<file path="config.mk">
export PLATFORM = sky130hd
export DESIGN_NAME = hdm_top
export DESIGN_NICKNAME = d
export VERILOG_FILES = /design/src/inc/hdm_pkg.sv /design/src/inc/hdm_log_if.sv /design/src/rtl/hdm_top.sv /design/src/rtl/hdm_log_mem.sv /design/src/rtl/hdm_chan.sv
export SDC_FILE = /design/constraint.sdc
export NUM_CORES = 2
export LEC_CHECK = 0
export BUFFER_PORTS_ARGS = -buffer_cell sky130_fd_sc_hd__buf_2
export CAP_MARGIN = 30
export CORE_UTILIZATION = 61
export CTS_CLUSTER_DIAMETER = 40
export DETAILED_ROUTE_END_ITERATION = 8
export GPL_TIMING_DRIVEN = 0
export HOLD_SLACK_MARGIN = 0.1
export PLACE_DENSITY = 0.79
export SLEW_MARGIN = 25
export SYNTH_ARGS = -nofsm -noshare
export SYNTH_HDL_FRONTEND = slang
export SYNTH_SLANG_ARGS = --single-unit
</file>
<file path="constraint.sdc">
create_clock -name aclk -period 11.5 [get_ports aclk]
set_input_delay 0.575 -clock aclk [delete_from_list [all_inputs] [get_ports aclk]]
set_output_delay 0.575 -clock aclk [all_outputs]
set_load 0.02 [all_outputs]
</file>
<file path="src/inc/hdm_pkg.sv">
/*
 Shared constants, register map and types of the harmonic distortion alarm monitor.
 Assumes a 250 MHz clock and a 5 ms processing cycle derived from it.
*/
package hdm_pkg;
	// Timing
	localparam int unsigned HDM_CLK_PERIOD_NS = 4;
	localparam int unsigned HDM_PROC_CYCLE_MS = 5;
	localparam int unsigned HDM_PROC_CYCLE_CLKS = HDM_PROC_CYCLE_MS * 1000000 / HDM_CLK_PERIOD_NS;
	localparam int unsigned HDM_DELAY_DEF_MS = 10000;
	localparam int unsigned HDM_DELAY_MAX_MS = 1800000;
	localparam int unsigned HDM_DELAY_W = 19;
	localparam logic [18:0] HDM_DELAY_DEF = 19'(HDM_DELAY_DEF_MS / HDM_PROC_CYCLE_MS);
	localparam logic [18:0] HDM_DELAY_MAX = 19'(HDM_DELAY_MAX_MS / HDM_PROC_CYCLE_MS);
	// Sizes
	localparam int unsigned HDM_VAL_W = 16;
	localparam int unsigned HDM_TS_W = 48;
	localparam int unsigned HDM_NCHAN = 3;
	localparam int unsigned HDM_NMEAS = 5;
	localparam int unsigned HDM_NSRC = 7;
	localparam int unsigned HDM_LOG_DEPTH = 12;
	localparam int unsigned HDM_LOG_W = 128;
	// Levels in 0.01 % units; dropout ratio in percent
	localparam logic [15:0] HDM_PICKUP_DEF = 16'h03e8;
	localparam logic [6:0] HDM_RESET_RATIO = 7'h61;
	localparam logic [6:0] HDM_PCT_FULL = 7'h64;
	// Register byte offsets
	localparam logic [7:0] HDM_OFF_CTRL = 8'h00;
	localparam logic [7:0] HDM_OFF_STATUS = 8'h04;
	localparam logic [7:0] HDM_OFF_PICKUP0 = 8'h08;
	localparam logic [7:0] HDM_OFF_DELAY0 = 8'h14;
	localparam logic [7:0] HDM_OFF_EVT_MASK = 8'h20;
	localparam logic [7:0] HDM_OFF_CNT0 = 8'h24;
	localparam logic [7:0] HDM_OFF_LOG_CTRL = 8'h30;
	localparam logic [7:0] HDM_OFF_LOG_W0 = 8'h34;
	localparam logic [7:0] HDM_OFF_LAST = 8'h40;
	localparam logic [7:0] HDM_REG_STRIDE = 8'h04;
	// Fields and reset values
	localparam int unsigned HDM_CTRL_MAG_BIT = 3;
	localparam int unsigned HDM_CTRL_CLR_BIT = 4;
	localparam int unsigned HDM_EVT_OFF_LSB = 8;
	localparam logic [2:0] HDM_EN_DEF = 3'h7;
	localparam logic [6:0] HDM_MASK_DEF = 7'h7f;
	localparam int unsigned HDM_SRC_BLK = 6;
	// Bus responses
	localparam logic [1:0] HDM_RESP_OKAY = 2'h0;
	localparam logic [1:0] HDM_RESP_SLVERR = 2'h2;

	typedef enum logic [1:0] {
		HDM_NORMAL = 2'h0,
		HDM_START = 2'h1,
		HDM_ALARM = 2'h2,
		HDM_BLOCKED = 2'h3
	} hdm_mon_e;

	typedef enum logic [2:0] {
		HDM_ST_IDLE = 3'h1,
		HDM_ST_RUN = 3'h2,
		HDM_ST_ALARM = 3'h4
	} hdm_chan_e;
endpackage

</file>
<file path="src/inc/hdm_log_if.sv">
/*
 Port bundle between the monitor core and its event log memory.
 Assumes one writer and one synchronous reader on the same clock.
*/
`timescale 1ns/100ps
interface hdm_log_if #(
	parameter int unsigned W = 128,
	parameter int unsigned DEPTH = 12
);
	localparam int unsigned AW = $clog2(DEPTH);
	logic we;
	logic [AW-1:0] waddr;
	logic [W-1:0] wdata;
	logic [AW-1:0] raddr;
	logic [W-1:0] rdata;
	modport writer(output we, waddr, wdata, raddr, input rdata);
	modport mem(input we, waddr, wdata, raddr, output rdata);
endinterface

</file>
<file path="src/rtl/hdm_top.sv">
/*
 Harmonic distortion alarm monitor with AXI4-Lite register access.
 Assumes distortion figures arrive ready-made and time_ms is the relay's millisecond clock.

*/
// The AXI4-Lite slave port and the placing of the registers were left to the implementer.
`timescale 1ns/100ps
module hdm_top import hdm_pkg::*; #(
	parameter int unsigned CYCLE_CLKS = HDM_PROC_CYCLE_CLKS,
	parameter int unsigned LOG_DEPTH = HDM_LOG_DEPTH
) (
	// Clock and reset
	input wire logic aclk,
	input wire logic aresetn,
	// AXI4-Lite slave
	input wire logic [7:0] s_axi_awaddr,
	input wire logic s_axi_awvalid,
	output logic s_axi_awready,
	input wire logic [31:0] s_axi_wdata,
	input wire logic [3:0] s_axi_wstrb,
	input wire logic s_axi_wvalid,
	output logic s_axi_wready,
	output logic [1:0] s_axi_bresp,
	output logic s_axi_bvalid,
	input wire logic s_axi_bready,
	input wire logic [7:0] s_axi_araddr,
	input wire logic s_axi_arvalid,
	output logic s_axi_arready,
	output logic [31:0] s_axi_rdata,
	output logic [1:0] s_axi_rresp,
	output logic s_axi_rvalid,
	input wire logic s_axi_rready,
	// Measurements: L1, L2, L3, residual one, residual two
	input wire logic [HDM_NMEAS-1:0][HDM_VAL_W-1:0] meas_amp,
	input wire logic [HDM_NMEAS-1:0][HDM_VAL_W-1:0] meas_pow,
	input wire logic blocking_in,
	input wire logic [HDM_TS_W-1:0] time_ms,
	input wire logic [2:0] setting_group,
	// Indications
	output logic [HDM_NCHAN-1:0] chan_start,
	output logic [HDM_NCHAN-1:0] chan_alarm,
	output logic chan_blocked,
	output logic [1:0] monitor_state,
	// Events
	output logic [HDM_NSRC-1:0] evt_on,
	output logic [HDM_NSRC-1:0] evt_off,
	output logic [HDM_TS_W-1:0] evt_time
);
	localparam int unsigned DIV_W = $clog2(CYCLE_CLKS);
	localparam int unsigned LAW = $clog2(LOG_DEPTH);

	if (CYCLE_CLKS < 4 || LOG_DEPTH < 2 || LOG_DEPTH > 15) begin : g_chk
		$error("hdm_top: unsupported cycle length or log depth");
	end

	function automatic logic [31:0] hdm_merge(input logic [31:0] old, input logic [31:0] nw,
		input logic [3:0] strb);
		logic [31:0] m;
		for (int b = 0; b < 4; b++) begin
			m[8*b +: 8] = {8{strb[b]}};
		end
		return (old & ~m) | (nw & m);
	endfunction

	function automatic logic hdm_addr_ok(input logic [7:0] a);
		return a[1:0] == 2'h0 && a <= HDM_OFF_LAST;
	endfunction

	logic [DIV_W-1:0] div_r;
	logic tick_r, eval_r, block_smp_r;
	logic [HDM_NMEAS-1:0][HDM_VAL_W-1:0] meas_r, meas_sel_w;
	logic [HDM_NCHAN-1:0][HDM_VAL_W-1:0] chan_val_w, pickup_r;
	logic [HDM_NCHAN-1:0][HDM_DELAY_W-1:0] delay_r;
	logic [HDM_NCHAN-1:0][31:0] pk_wd_w, dl_wd_w;
	logic [HDM_VAL_W-1:0] ph_max_w;
	logic [2:0] en_r;
	logic mag_r;
	logic [HDM_NSRC-1:0] chan_blk_w, src_w, src_prev_r, on_w, off_w, on_mask_r, off_mask_r;
	logic [HDM_NCHAN-1:0] chan_blk_vec_w;
	hdm_mon_e mon_r, mon_w;
	logic [2:0][31:0] cnt_r;
	logic [2:0][1:0] inc_w;
	logic [3:0] code_w, log_idx_r, log_cnt_r;
	logic [LAW-1:0] log_wp_r;
	logic [3:0][31:0] log_word_w;
	logic awready_r, wready_r, bvalid_r, arready_r, rvalid_r;
	logic [1:0] bresp_r, rresp_r;
	logic [31:0] rdata_r, w_data_r, rd_w;
	logic [7:0] aw_addr_r;
	logic [3:0] w_strb_r;

	hdm_log_if #(.W(HDM_LOG_W), .DEPTH(LOG_DEPTH)) lif();

	hdm_log_mem #(.W(HDM_LOG_W), .DEPTH(LOG_DEPTH)) u_log (
		.aclk(aclk),
		.aresetn(aresetn),
		.lif(lif.mem)
	);

	////////////////////////////////////////////////////////////////////////////////
	// Processing cycle divider and input sampling
	always_ff @(posedge aclk) begin
		if (!aresetn) begin
			div_r <= '0;
			tick_r <= 1'b0;
		end else begin
			tick_r <= div_r == DIV_W'(CYCLE_CLKS - 1);
			div_r <= (div_r == DIV_W'(CYCLE_CLKS - 1)) ? '0 : DIV_W'(div_r + 1'b1);
		end
	end

	for (genvar i = 0; i < HDM_NMEAS; i++) begin : g_sel
		assign meas_sel_w[i] = mag_r ? meas_pow[i] : meas_amp[i];
	end

	always_ff @(posedge aclk) begin
		if (!aresetn) begin
			eval_r <= 1'b0;
			block_smp_r <= 1'b0;
			meas_r <= '0;
		end else begin
			eval_r <= tick_r;
			if (tick_r) begin
				block_smp_r <= blocking_in;
				meas_r <= meas_sel_w;
			end
		end
	end

	////////////////////////////////////////////////////////////////////////////////
	// Alarm channels
	assign ph_max_w = (meas_r[0] > meas_r[1]) ? meas_r[0] : meas_r[1];
	assign chan_val_w[0] = (ph_max_w > meas_r[2]) ? ph_max_w : meas_r[2];
	assign chan_val_w[1] = meas_r[3];
	assign chan_val_w[2] = meas_r[4];

	for (genvar c = 0; c < HDM_NCHAN; c++) begin : g_chan
		hdm_chan u_chan (
			.aclk(aclk),
			.aresetn(aresetn),
			.eval(eval_r),
			.enable(en_r[c]),
			.blocking(block_smp_r),
			.value(chan_val_w[c]),
			.setting(pickup_r[c]),
			.delay(delay_r[c]),
			.start(chan_start[c]),
			.alarm(chan_alarm[c]),
			.blocked(chan_blk_vec_w[c])
		);
	end

	assign chan_blk_w = {|chan_blk_vec_w, 6'h00};
	assign src_w = {chan_blk_w[HDM_SRC_BLK], chan_alarm, chan_start};
	assign on_w = src_w & ~src_prev_r;
	assign off_w = ~src_w & src_prev_r;
	assign mon_w = src_w[HDM_SRC_BLK] ? HDM_BLOCKED : (|chan_alarm) ? HDM_ALARM :
		(|chan_start) ? HDM_START : HDM_NORMAL;

	////////////////////////////////////////////////////////////////////////////////
	// Events, status and counters
	always_ff @(posedge aclk) begin
		if (!aresetn) begin
			src_prev_r <= '0;
			evt_on <= '0;
			evt_off <= '0;
			evt_time <= '0;
			mon_r <= HDM_NORMAL;
		end else begin
			src_prev_r <= src_w;
			evt_on <= on_w & on_mask_r;
			evt_off <= off_w & off_mask_r;
			if (|(on_w | off_w)) begin
				evt_time <= time_ms;
			end
			mon_r <= mon_w;
		end
	end

	assign chan_blocked = src_prev_r[HDM_SRC_BLK];
	assign monitor_state = mon_r;
	assign inc_w[0] = 2'($countones(on_w[2:0]));
	assign inc_w[1] = 2'($countones(on_w[5:3]));
	assign inc_w[2] = {1'b0, on_w[HDM_SRC_BLK]};

	wire logic [31:0] ctrl_wd_w = hdm_merge({27'h0, 1'b0, mag_r, en_r}, w_data_r, w_strb_r);
	wire logic [31:0] mask_wd_w = hdm_merge({17'h0, off_mask_r, 1'b0, on_mask_r}, w_data_r, w_strb_r);
	wire logic [31:0] lctl_wd_w = hdm_merge({28'h0, log_idx_r}, w_data_r, w_strb_r);
	wire logic do_write = !awready_r && !wready_r && !bvalid_r;
	wire logic wr_ok = hdm_addr_ok(aw_addr_r);
	wire logic wr_we = do_write && wr_ok;
	wire logic cnt_clr_w = wr_we && aw_addr_r == HDM_OFF_CTRL && ctrl_wd_w[HDM_CTRL_CLR_BIT];

	always_ff @(posedge aclk) begin
		if (!aresetn) begin
			cnt_r <= '0;
		end else begin
			for (int k = 0; k < 3; k++) begin
				// A clear in the same cycle as an event keeps that event
				cnt_r[k] <= cnt_clr_w ? 32'(inc_w[k]) : cnt_r[k] + 32'(inc_w[k]);
			end
		end
	end

	////////////////////////////////////////////////////////////////////////////////
	// Event log, written on ON transitions only
	always_comb begin
		code_w = 4'h0;
		for (int s = 0; s < HDM_NSRC; s++) begin
			if (on_w[s]) begin
				code_w = 4'(s);
			end
		end
	end

	assign lif.we = |on_w;
	assign lif.waddr = log_wp_r;
	assign lif.wdata = {16'h0000, meas_r[2], meas_r[1], meas_r[0], 9'h000, setting_group, code_w, time_ms};
	assign lif.raddr = LAW'(log_idx_r);

	always_ff @(posedge aclk) begin
		if (!aresetn) begin
			log_wp_r <= '0;
			log_cnt_r <= 4'h0;
		end else if (lif.we) begin
			log_wp_r <= (log_wp_r == LAW'(LOG_DEPTH - 1)) ? '0 : LAW'(log_wp_r + 1'b1);
			if (log_cnt_r != 4'(LOG_DEPTH)) begin
				log_cnt_r <= 4'(log_cnt_r + 1'b1);
			end
		end
	end

	for (genvar k = 0; k < 4; k++) begin : g_lw
		assign log_word_w[k] = (log_idx_r < log_cnt_r) ? lif.rdata[32*k +: 32] : 32'h0000_0000;
	end

	////////////////////////////////////////////////////////////////////////////////
	// Register writes
	for (genvar c = 0; c < HDM_NCHAN; c++) begin : g_wd
		assign pk_wd_w[c] = hdm_merge({16'h0000, pickup_r[c]}, w_data_r, w_strb_r);
		assign dl_wd_w[c] = hdm_merge({13'h0000, delay_r[c]}, w_data_r, w_strb_r);
	end

	always_ff @(posedge aclk) begin
		if (!aresetn) begin
			en_r <= HDM_EN_DEF;
			mag_r <= 1'b0;
			pickup_r <= {HDM_NCHAN{HDM_PICKUP_DEF}};
			delay_r <= {HDM_NCHAN{HDM_DELAY_DEF}};
			on_mask_r <= HDM_MASK_DEF;
			off_mask_r <= HDM_MASK_DEF;
			log_idx_r <= 4'h0;
		end else if (wr_we) begin
			if (aw_addr_r == HDM_OFF_CTRL) begin
				en_r <= ctrl_wd_w[2:0];
				mag_r <= ctrl_wd_w[HDM_CTRL_MAG_BIT];
			end
			if (aw_addr_r == HDM_OFF_EVT_MASK) begin
				on_mask_r <= mask_wd_w[HDM_NSRC-1:0];
				off_mask_r <= mask_wd_w[HDM_EVT_OFF_LSB +: HDM_NSRC];
			end
			if (aw_addr_r == HDM_OFF_LOG_CTRL && lctl_wd_w[3:0] < 4'(LOG_DEPTH)) begin
				log_idx_r <= lctl_wd_w[3:0];
			end
			for (int c = 0; c < HDM_NCHAN; c++) begin
				if (aw_addr_r == 8'(HDM_OFF_PICKUP0 + HDM_REG_STRIDE * c)) begin
					pickup_r[c] <= pk_wd_w[c][HDM_VAL_W-1:0];
				end
				if (aw_addr_r == 8'(HDM_OFF_DELAY0 + HDM_REG_STRIDE * c)) begin
					// Settings whose low 19 bits pass the longest delay are held at it; higher bits are dropped
					delay_r[c] <= (dl_wd_w[c][HDM_DELAY_W-1:0] > HDM_DELAY_MAX) ? HDM_DELAY_MAX :
						dl_wd_w[c][HDM_DELAY_W-1:0];
				end
			end
		end
	end

	////////////////////////////////////////////////////////////////////////////////
	// Register reads
	always_comb begin
		rd_w = 32'h0000_0000;
		if (s_axi_araddr == HDM_OFF_CTRL) rd_w = {28'h0, mag_r, en_r};
		if (s_axi_araddr == HDM_OFF_STATUS) rd_w = {23'h0, src_prev_r, mon_r};
		if (s_axi_araddr == HDM_OFF_EVT_MASK) rd_w = {17'h0, off_mask_r, 1'b0, on_mask_r};
		if (s_axi_araddr == HDM_OFF_LOG_CTRL) rd_w = {20'h0, 4'(log_wp_r), log_cnt_r, log_idx_r};
		for (int c = 0; c < HDM_NCHAN; c++) begin
			if (s_axi_araddr == 8'(HDM_OFF_PICKUP0 + HDM_REG_STRIDE * c)) rd_w = {16'h0, pickup_r[c]};
			if (s_axi_araddr == 8'(HDM_OFF_DELAY0 + HDM_REG_STRIDE * c)) rd_w = {13'h0, delay_r[c]};
			if (s_axi_araddr == 8'(HDM_OFF_CNT0 + HDM_REG_STRIDE * c)) rd_w = cnt_r[c];
		end
		for (int k = 0; k < 4; k++) begin
			if (s_axi_araddr == 8'(HDM_OFF_LOG_W0 + HDM_REG_STRIDE * k)) rd_w = log_word_w[k];
		end
	end

	////////////////////////////////////////////////////////////////////////////////
	// AXI4-Lite handshakes
	wire logic aw_take = s_axi_awvalid && awready_r;
	wire logic w_take = s_axi_wvalid && wready_r;
	wire logic b_done = bvalid_r && s_axi_bready;
	wire logic ar_take = s_axi_arvalid && arready_r;
	wire logic r_done = rvalid_r && s_axi_rready;

	always_ff @(posedge aclk) begin
		if (!aresetn) begin
			awready_r <= 1'b1;
			wready_r <= 1'b1;
			bvalid_r <= 1'b0;
			bresp_r <= HDM_RESP_OKAY;
			aw_addr_r <= 8'h00;
			w_data_r <= 32'h0000_0000;
			w_strb_r <= 4'h0;
		end else begin
			if (aw_take) begin
				awready_r <= 1'b0;
				aw_addr_r <= s_axi_awaddr;
			end else if (b_done) begin
				awready_r <= 1'b1;
			end
			if (w_take) begin
				wready_r <= 1'b0;
				w_data_r <= s_axi_wdata;
				w_strb_r <= s_axi_wstrb;
			end else if (b_done) begin
				wready_r <= 1'b1;
			end
			if (do_write) begin
				bvalid_r <= 1'b1;
				bresp_r <= wr_ok ? HDM_RESP_OKAY : HDM_RESP_SLVERR;
			end else if (b_done) begin
				bvalid_r <= 1'b0;
			end
		end
	end

	always_ff @(posedge aclk) begin
		if (!aresetn) begin
			arready_r <= 1'b1;
			rvalid_r <= 1'b0;
			rresp_r <= HDM_RESP_OKAY;
			rdata_r <= 32'h0000_0000;
		end else if (ar_take) begin
			arready_r <= 1'b0;
			rvalid_r <= 1'b1;
			rresp_r <= hdm_addr_ok(s_axi_araddr) ? HDM_RESP_OKAY : HDM_RESP_SLVERR;
			rdata_r <= hdm_addr_ok(s_axi_araddr) ? rd_w : 32'h0000_0000;
		end else if (r_done) begin
			arready_r <= 1'b1;
			rvalid_r <= 1'b0;
		end
	end

	assign s_axi_awready = awready_r;
	assign s_axi_wready = wready_r;
	assign s_axi_bvalid = bvalid_r;
	assign s_axi_bresp = bresp_r;
	assign s_axi_arready = arready_r;
	assign s_axi_rvalid = rvalid_r;
	assign s_axi_rresp = rresp_r;
	assign s_axi_rdata = rdata_r;
endmodule

</file>
<file path="src/rtl/hdm_log_mem.sv">
/*
 Event log storage: DEPTH words, one write port, registered read data.
 Assumes the reader keeps raddr below DEPTH.
*/
`timescale 1ns/100ps
module hdm_log_mem #(
	parameter int unsigned W = 128,
	parameter int unsigned DEPTH = 12
) (
	// Clock and reset
	input wire logic aclk,
	input wire logic aresetn,
	// Access bundle
	hdm_log_if.mem lif
);
	logic [W-1:0] store_r [DEPTH];
	logic [W-1:0] rdata_r;

	if (DEPTH < 2 || W < 1) begin : g_chk
		$error("hdm_log_mem: unsupported size");
	end

	always_ff @(posedge aclk) begin
		if (lif.we) begin
			store_r[lif.waddr] <= lif.wdata;
		end
	end

	always_ff @(posedge aclk) begin
		if (!aresetn) begin
			rdata_r <= '0;
		end else begin
			rdata_r <= store_r[lif.raddr];
		end
	end

	assign lif.rdata = rdata_r;
endmodule

</file>
<file path="src/rtl/hdm_chan.sv">
/*
 One alarm channel: pick-up with dropout hysteresis, blocking and definite-time alarm delay.
 Assumes eval pulses once per processing cycle with value and blocking already sampled.
*/
`timescale 1ns/100ps
module hdm_chan import hdm_pkg::*; #(
	parameter int unsigned VAL_W = HDM_VAL_W,
	parameter int unsigned DLY_W = HDM_DELAY_W
) (
	// Clock and reset
	input wire logic aclk,
	input wire logic aresetn,
	// Processing cycle inputs
	input wire logic eval,
	input wire logic enable,
	input wire logic blocking,
	input wire logic [VAL_W-1:0] value,
	input wire logic [VAL_W-1:0] setting,
	input wire logic [DLY_W-1:0] delay,
	// Indications
	output logic start,
	output logic alarm,
	output logic blocked
);
	hdm_chan_e state_r, state_nxt;
	logic pick_r;
	logic blocked_nxt;
	logic [DLY_W-1:0] cnt_r, cnt_nxt;
	wire logic [VAL_W+6:0] val_scaled = (VAL_W+7)'(value) * (VAL_W+7)'(HDM_PCT_FULL);
	wire logic [VAL_W+6:0] set_scaled = (VAL_W+7)'(setting) * (VAL_W+7)'(HDM_RESET_RATIO);
	wire logic over = value > setting;
	wire logic drop = val_scaled < set_scaled;
	wire logic pick_nxt = enable && (pick_r ? !drop : over);

	if (VAL_W < 8 || DLY_W < 2) begin : g_chk
		$error("hdm_chan: unsupported widths");
	end

	always_comb begin
		state_nxt = state_r;
		cnt_nxt = cnt_r;
		blocked_nxt = blocked;
		if (eval) begin
			if (!pick_nxt) begin
				// Dropout or disabled channel: full release
				state_nxt = HDM_ST_IDLE;
				cnt_nxt = '0;
				blocked_nxt = 1'b0;
			end else if (blocking || blocked) begin
				// Blocked pick-up is not processed further until it drops out
				state_nxt = HDM_ST_IDLE;
				cnt_nxt = '0;
				blocked_nxt = 1'b1;
			end else begin
				case (state_r)
					HDM_ST_IDLE: begin
						state_nxt = HDM_ST_RUN;
						cnt_nxt = '0;
					end
					HDM_ST_RUN: begin
						cnt_nxt = DLY_W'(cnt_r + 1'b1);
						if (cnt_nxt >= delay) begin
							state_nxt = HDM_ST_ALARM;
						end
					end
					HDM_ST_ALARM: begin
						state_nxt = HDM_ST_ALARM;
					end
					default: begin
						state_nxt = HDM_ST_IDLE;
					end
				endcase
			end
		end
	end

	always_ff @(posedge aclk) begin
		if (!aresetn) begin
			state_r <= HDM_ST_IDLE;
			cnt_r <= '0;
			pick_r <= 1'b0;
			start <= 1'b0;
			alarm <= 1'b0;
			blocked <= 1'b0;
		end else begin
			state_r <= state_nxt;
			cnt_r <= cnt_nxt;
			if (eval) begin
				pick_r <= pick_nxt;
			end
			start <= state_nxt != HDM_ST_IDLE;
			alarm <= state_nxt == HDM_ST_ALARM;
			blocked <= blocked_nxt;
		end
	end
endmodule

</file>
==> out/qor.txt <==
TritonCTS buffer count - 224
worst-skew pair later-pin latency - 0.89 ns
r2r startpoint - lif.wdata[65]$_SDFFE_PN0P_
Clock Skews - 0.0948 ns
Mapped Cells - 7039
Non-Filler Instances - 10068
worst vdd ir - 0.159 mV
initial antenna violation count - 26
vias in the first global route - 65031
layout cells sized above 1 - 0.176
setup violators final - 0
grt ovf - 0
Crit path largest cell delay - 0.62 ns
root buf cell - clkbuf_16
vias - 66347
dpl cells - 9454
Core Util, Final - 0.730
Crit Path Category - register to register
Cell Area, Placed - 95800 µm²
Die W - 384 µm
HP Class - input pin to register
Top FF cell, synth - edfxtp_1
Final Hold Fails - 0
port bufs - 364
initial core utilization - 0.618
first-pass GRT wire length - 436000 µm
Total Wirelength - 307000 µm
Die Y - 384 µm
Slowest-stage cell, CP - dfxtp_2
HP Start - meas_amp[13]
status - finished clean
Die ar. - 148000 µm²
Slew HR - 0.211
element type at the critical path end - register
Worst Path Required - 12.25 ns
H-tree depth - 4
drt via density - 6.59
Tot Pwr - 14.9 mW
# fillers - 9113
Reg clk slew, reported paths - 0.07 ns
unrepaired setup endpoints after global routing - false
Ys Warns - 0
max cap viols - 0
Final Max Slew Viols - 0
register area share after synthesis - 0.559
FF+latch area - 49900 µm²
Async SR Flop Fraction - 0
register bit total from synthesis - 1879
Internal - 11.5 mW
synthesis-to-layout area growth - 18.2%
GR Util All Layers - 0.410
fin crit share - 0.959
Pwr Density - 141 nW/µm²
routability cong. - 1.04
Detail Route Antenna Nets - 0
area of the multi-input gates - 36300 µm²
Critical Path AT - 11.78 ns
sequential power share - 0.483
CTS tree - yes
Least-Margin Pin Slew - 1.18 ns
routed len/inst - 30.4 µm
switch share - 0.227
dpl ws - -0.0942 ns
fin nets - 8881
LEAKAGE - 40.1 nW
Hold Slack - 0.0801 ns
Max clock buf depth - 3
crit path launch type - register
Sw Pwr - 3.37 mW
top-level I/O count - 383
Post-synth EDFFs - 1224
DRC violations left - 0
largest net degree at the start of global routing - 22
drt first pass iters - 8
final setup TNS - 0 ns
Logic pwr share - 0.022
dpl hpwl - 214000 µm
synthesized area - 89200 µm²
Crit path top cell by count - ha_1
Worst Setup SP - lif.wdata[65]$_SDFFE_PN0P_
fmax - 0.0907 GHz
Finished Cell Area - 105000 µm²
Avg Inst Size Synth - 12.7 µm²
Yosys cell types - 106
final worst-path setup slack - 0.469 ns
Sink Count - 1879
crit-path max FO - 15
core box area - 144000 µm²
Tmin final - 11.03 ns
drt initial violations - 8254
Clock Power Share - 0.495
std cell rows - 139
==> worst paths after layout <==
path | slack (ns) | cells past startpoint | endpoint
max | 0.47 | 45 | g_chan[0].u_chan.cnt_r[14]$_SDFFE_PN0P_
min | 0.08 | 3 | lif.wdata[77]$_SDFFE_PN0P_
max reg2reg | 0.47 | 45 | g_chan[0].u_chan.cnt_r[14]$_SDFFE_PN0P_
min reg2reg | 0.45 | 2 | evt_time[21]$_SDFFE_PN0P_
==> layout by cell type, fill, tap and decap left out, types with 224 or more instances in the layout <==
| cell | n |
|---|---|
| edfxtp_1 | 1224 |
| dfxtp_1 | 634 |
| ha_1 | 598 |
| nor2_1 | 554 |
| nand2_1 | 532 |
| inv_1 | 473 |
| buf_2 | 425 |
| a21oi_1 | 327 |
| mux4_2 | 306 |
| mux2i_1 | 239 |
| clkbuf_16 | 227 |
| clkbuf_1 | 224 |
==> power groups by stage <==
stage | registers [mW] | logic, mW | clock network, mW
after detailed placement | 7.32 | 0.272 | 0
after CTS | 7.18 | 0.318 | 7.35
after global routing | 7.18 | 0.345 | 7.62
after floorplan | 7.31 | 0.102 | 0
final | 7.18 | 0.334 | 7.36
after global placement | 7.32 | 0.261 | 0
==> worst max-delay path: cells and delay by family (launching register included) <==
family | cells | cell delay, ns
AOI/OAI and AO/OA | 20 | 4.48
xor gates and xnor gates | 1 | 0.09
adders and majority gates | 7 | 2.39
buffers and inverters | 5 | 0.90
DFF | 1 | 0.62
muxes | 1 | 0.38
and+or+nand+nor | 11 | 2.01
==> metal layers <==
layer,track usage,up-vias,routed length (µm)
met3,0.0976,952,34700
met2,0.650,4668,142000
met4,0.244,16,20200
li1,-,28128,-
met1,0.515,32583,110000
met5,0,-,89
==> flip-flops by register name, indices dropped and copies added (netlist names), 9 cells and up, named ones only <==
register / cells
g_chan.u_chan.cnt_r: 57
lif.wdata: 48
u_log.store_r: 1224
evt_time: 48
cnt_r: 96
delay_r: 57
g_chan.u_chan.state_r: 9
w_data_r: 19
chan_val_w: 32
s_axi_rdata: 32
div_r: 21
u_log.lif.rdata: 102
==> Yosys cell counts, drive strengths merged, types with 41 or more instances <==
master / number / area, µm²
mux2i: 239 / 2390
mux4: 306 / 6890
o21ai: 170 / 855
edfxtp: 1224 / 36800
and3: 77 / 482
nand2b: 48 / 300
buf: 110 / 531
clkbuf: 219 / 852
nand4: 55 / 344
a22oi: 54 / 405
nand2: 532 / 2000
nor2b: 42 / 263
nand3: 167 / 836
inv: 475 / 1780
o21a: 41 / 308
nor3: 72 / 392
nor2: 569 / 2180
o211ai: 45 / 363
xor2: 133 / 1160
ha: 598 / 7480
a21oi: 330 / 1660
xnor2: 114 / 998
a21o: 45 / 339
a211oi: 215 / 1610
dfxtp: 655 / 13100
fa: 60 / 1200
==> area by class of cell <==
| cell class | count | area share |
|---|---|---|
| diodes | 12 | 0.000285 |
| plain buffers | 329 | 0.0135 |
| clock buffers | 273 | 0.0569 |
| clock inverters | 154 | 0.0172 |
| inverters | 477 | 0.0170 |
| multi-input cells | 4355 | 0.344 |
| flip-flops and latches | 1879 | 0.473 |
| well taps | 1903 | 0.0226 |
| repair buffers | 686 | 0.0549 |
==> what timing repair did <==
action | CTS | global route
pin swaps | 0 | 1
setup endpoints to repair | 20 | 26
gates resized for setup | 10 | 24
hold buffers | 162 | 0
buffers inserted | 0 | 3
hold endpoints to repair | 695 | 0
==> cells by family (layout without fill, tap and decap cells) <==
logic type,count (synthesis),in the layout,synth area share
AO/OA/AOI/OAI,1192,1192,0.0906
XOR/XNOR,247,247,0.0242
adder cells (fa/ha/maj),658,658,0.0973
buffers and inverters,806,1919,0.0356
flip-flops,1879,1879,0.559
multiplexers,559,559,0.106
other,1,14,0.0000420
AND/OR/NAND/NOR,1697,1697,0.0875
Power figures use the tool's default switching activity.
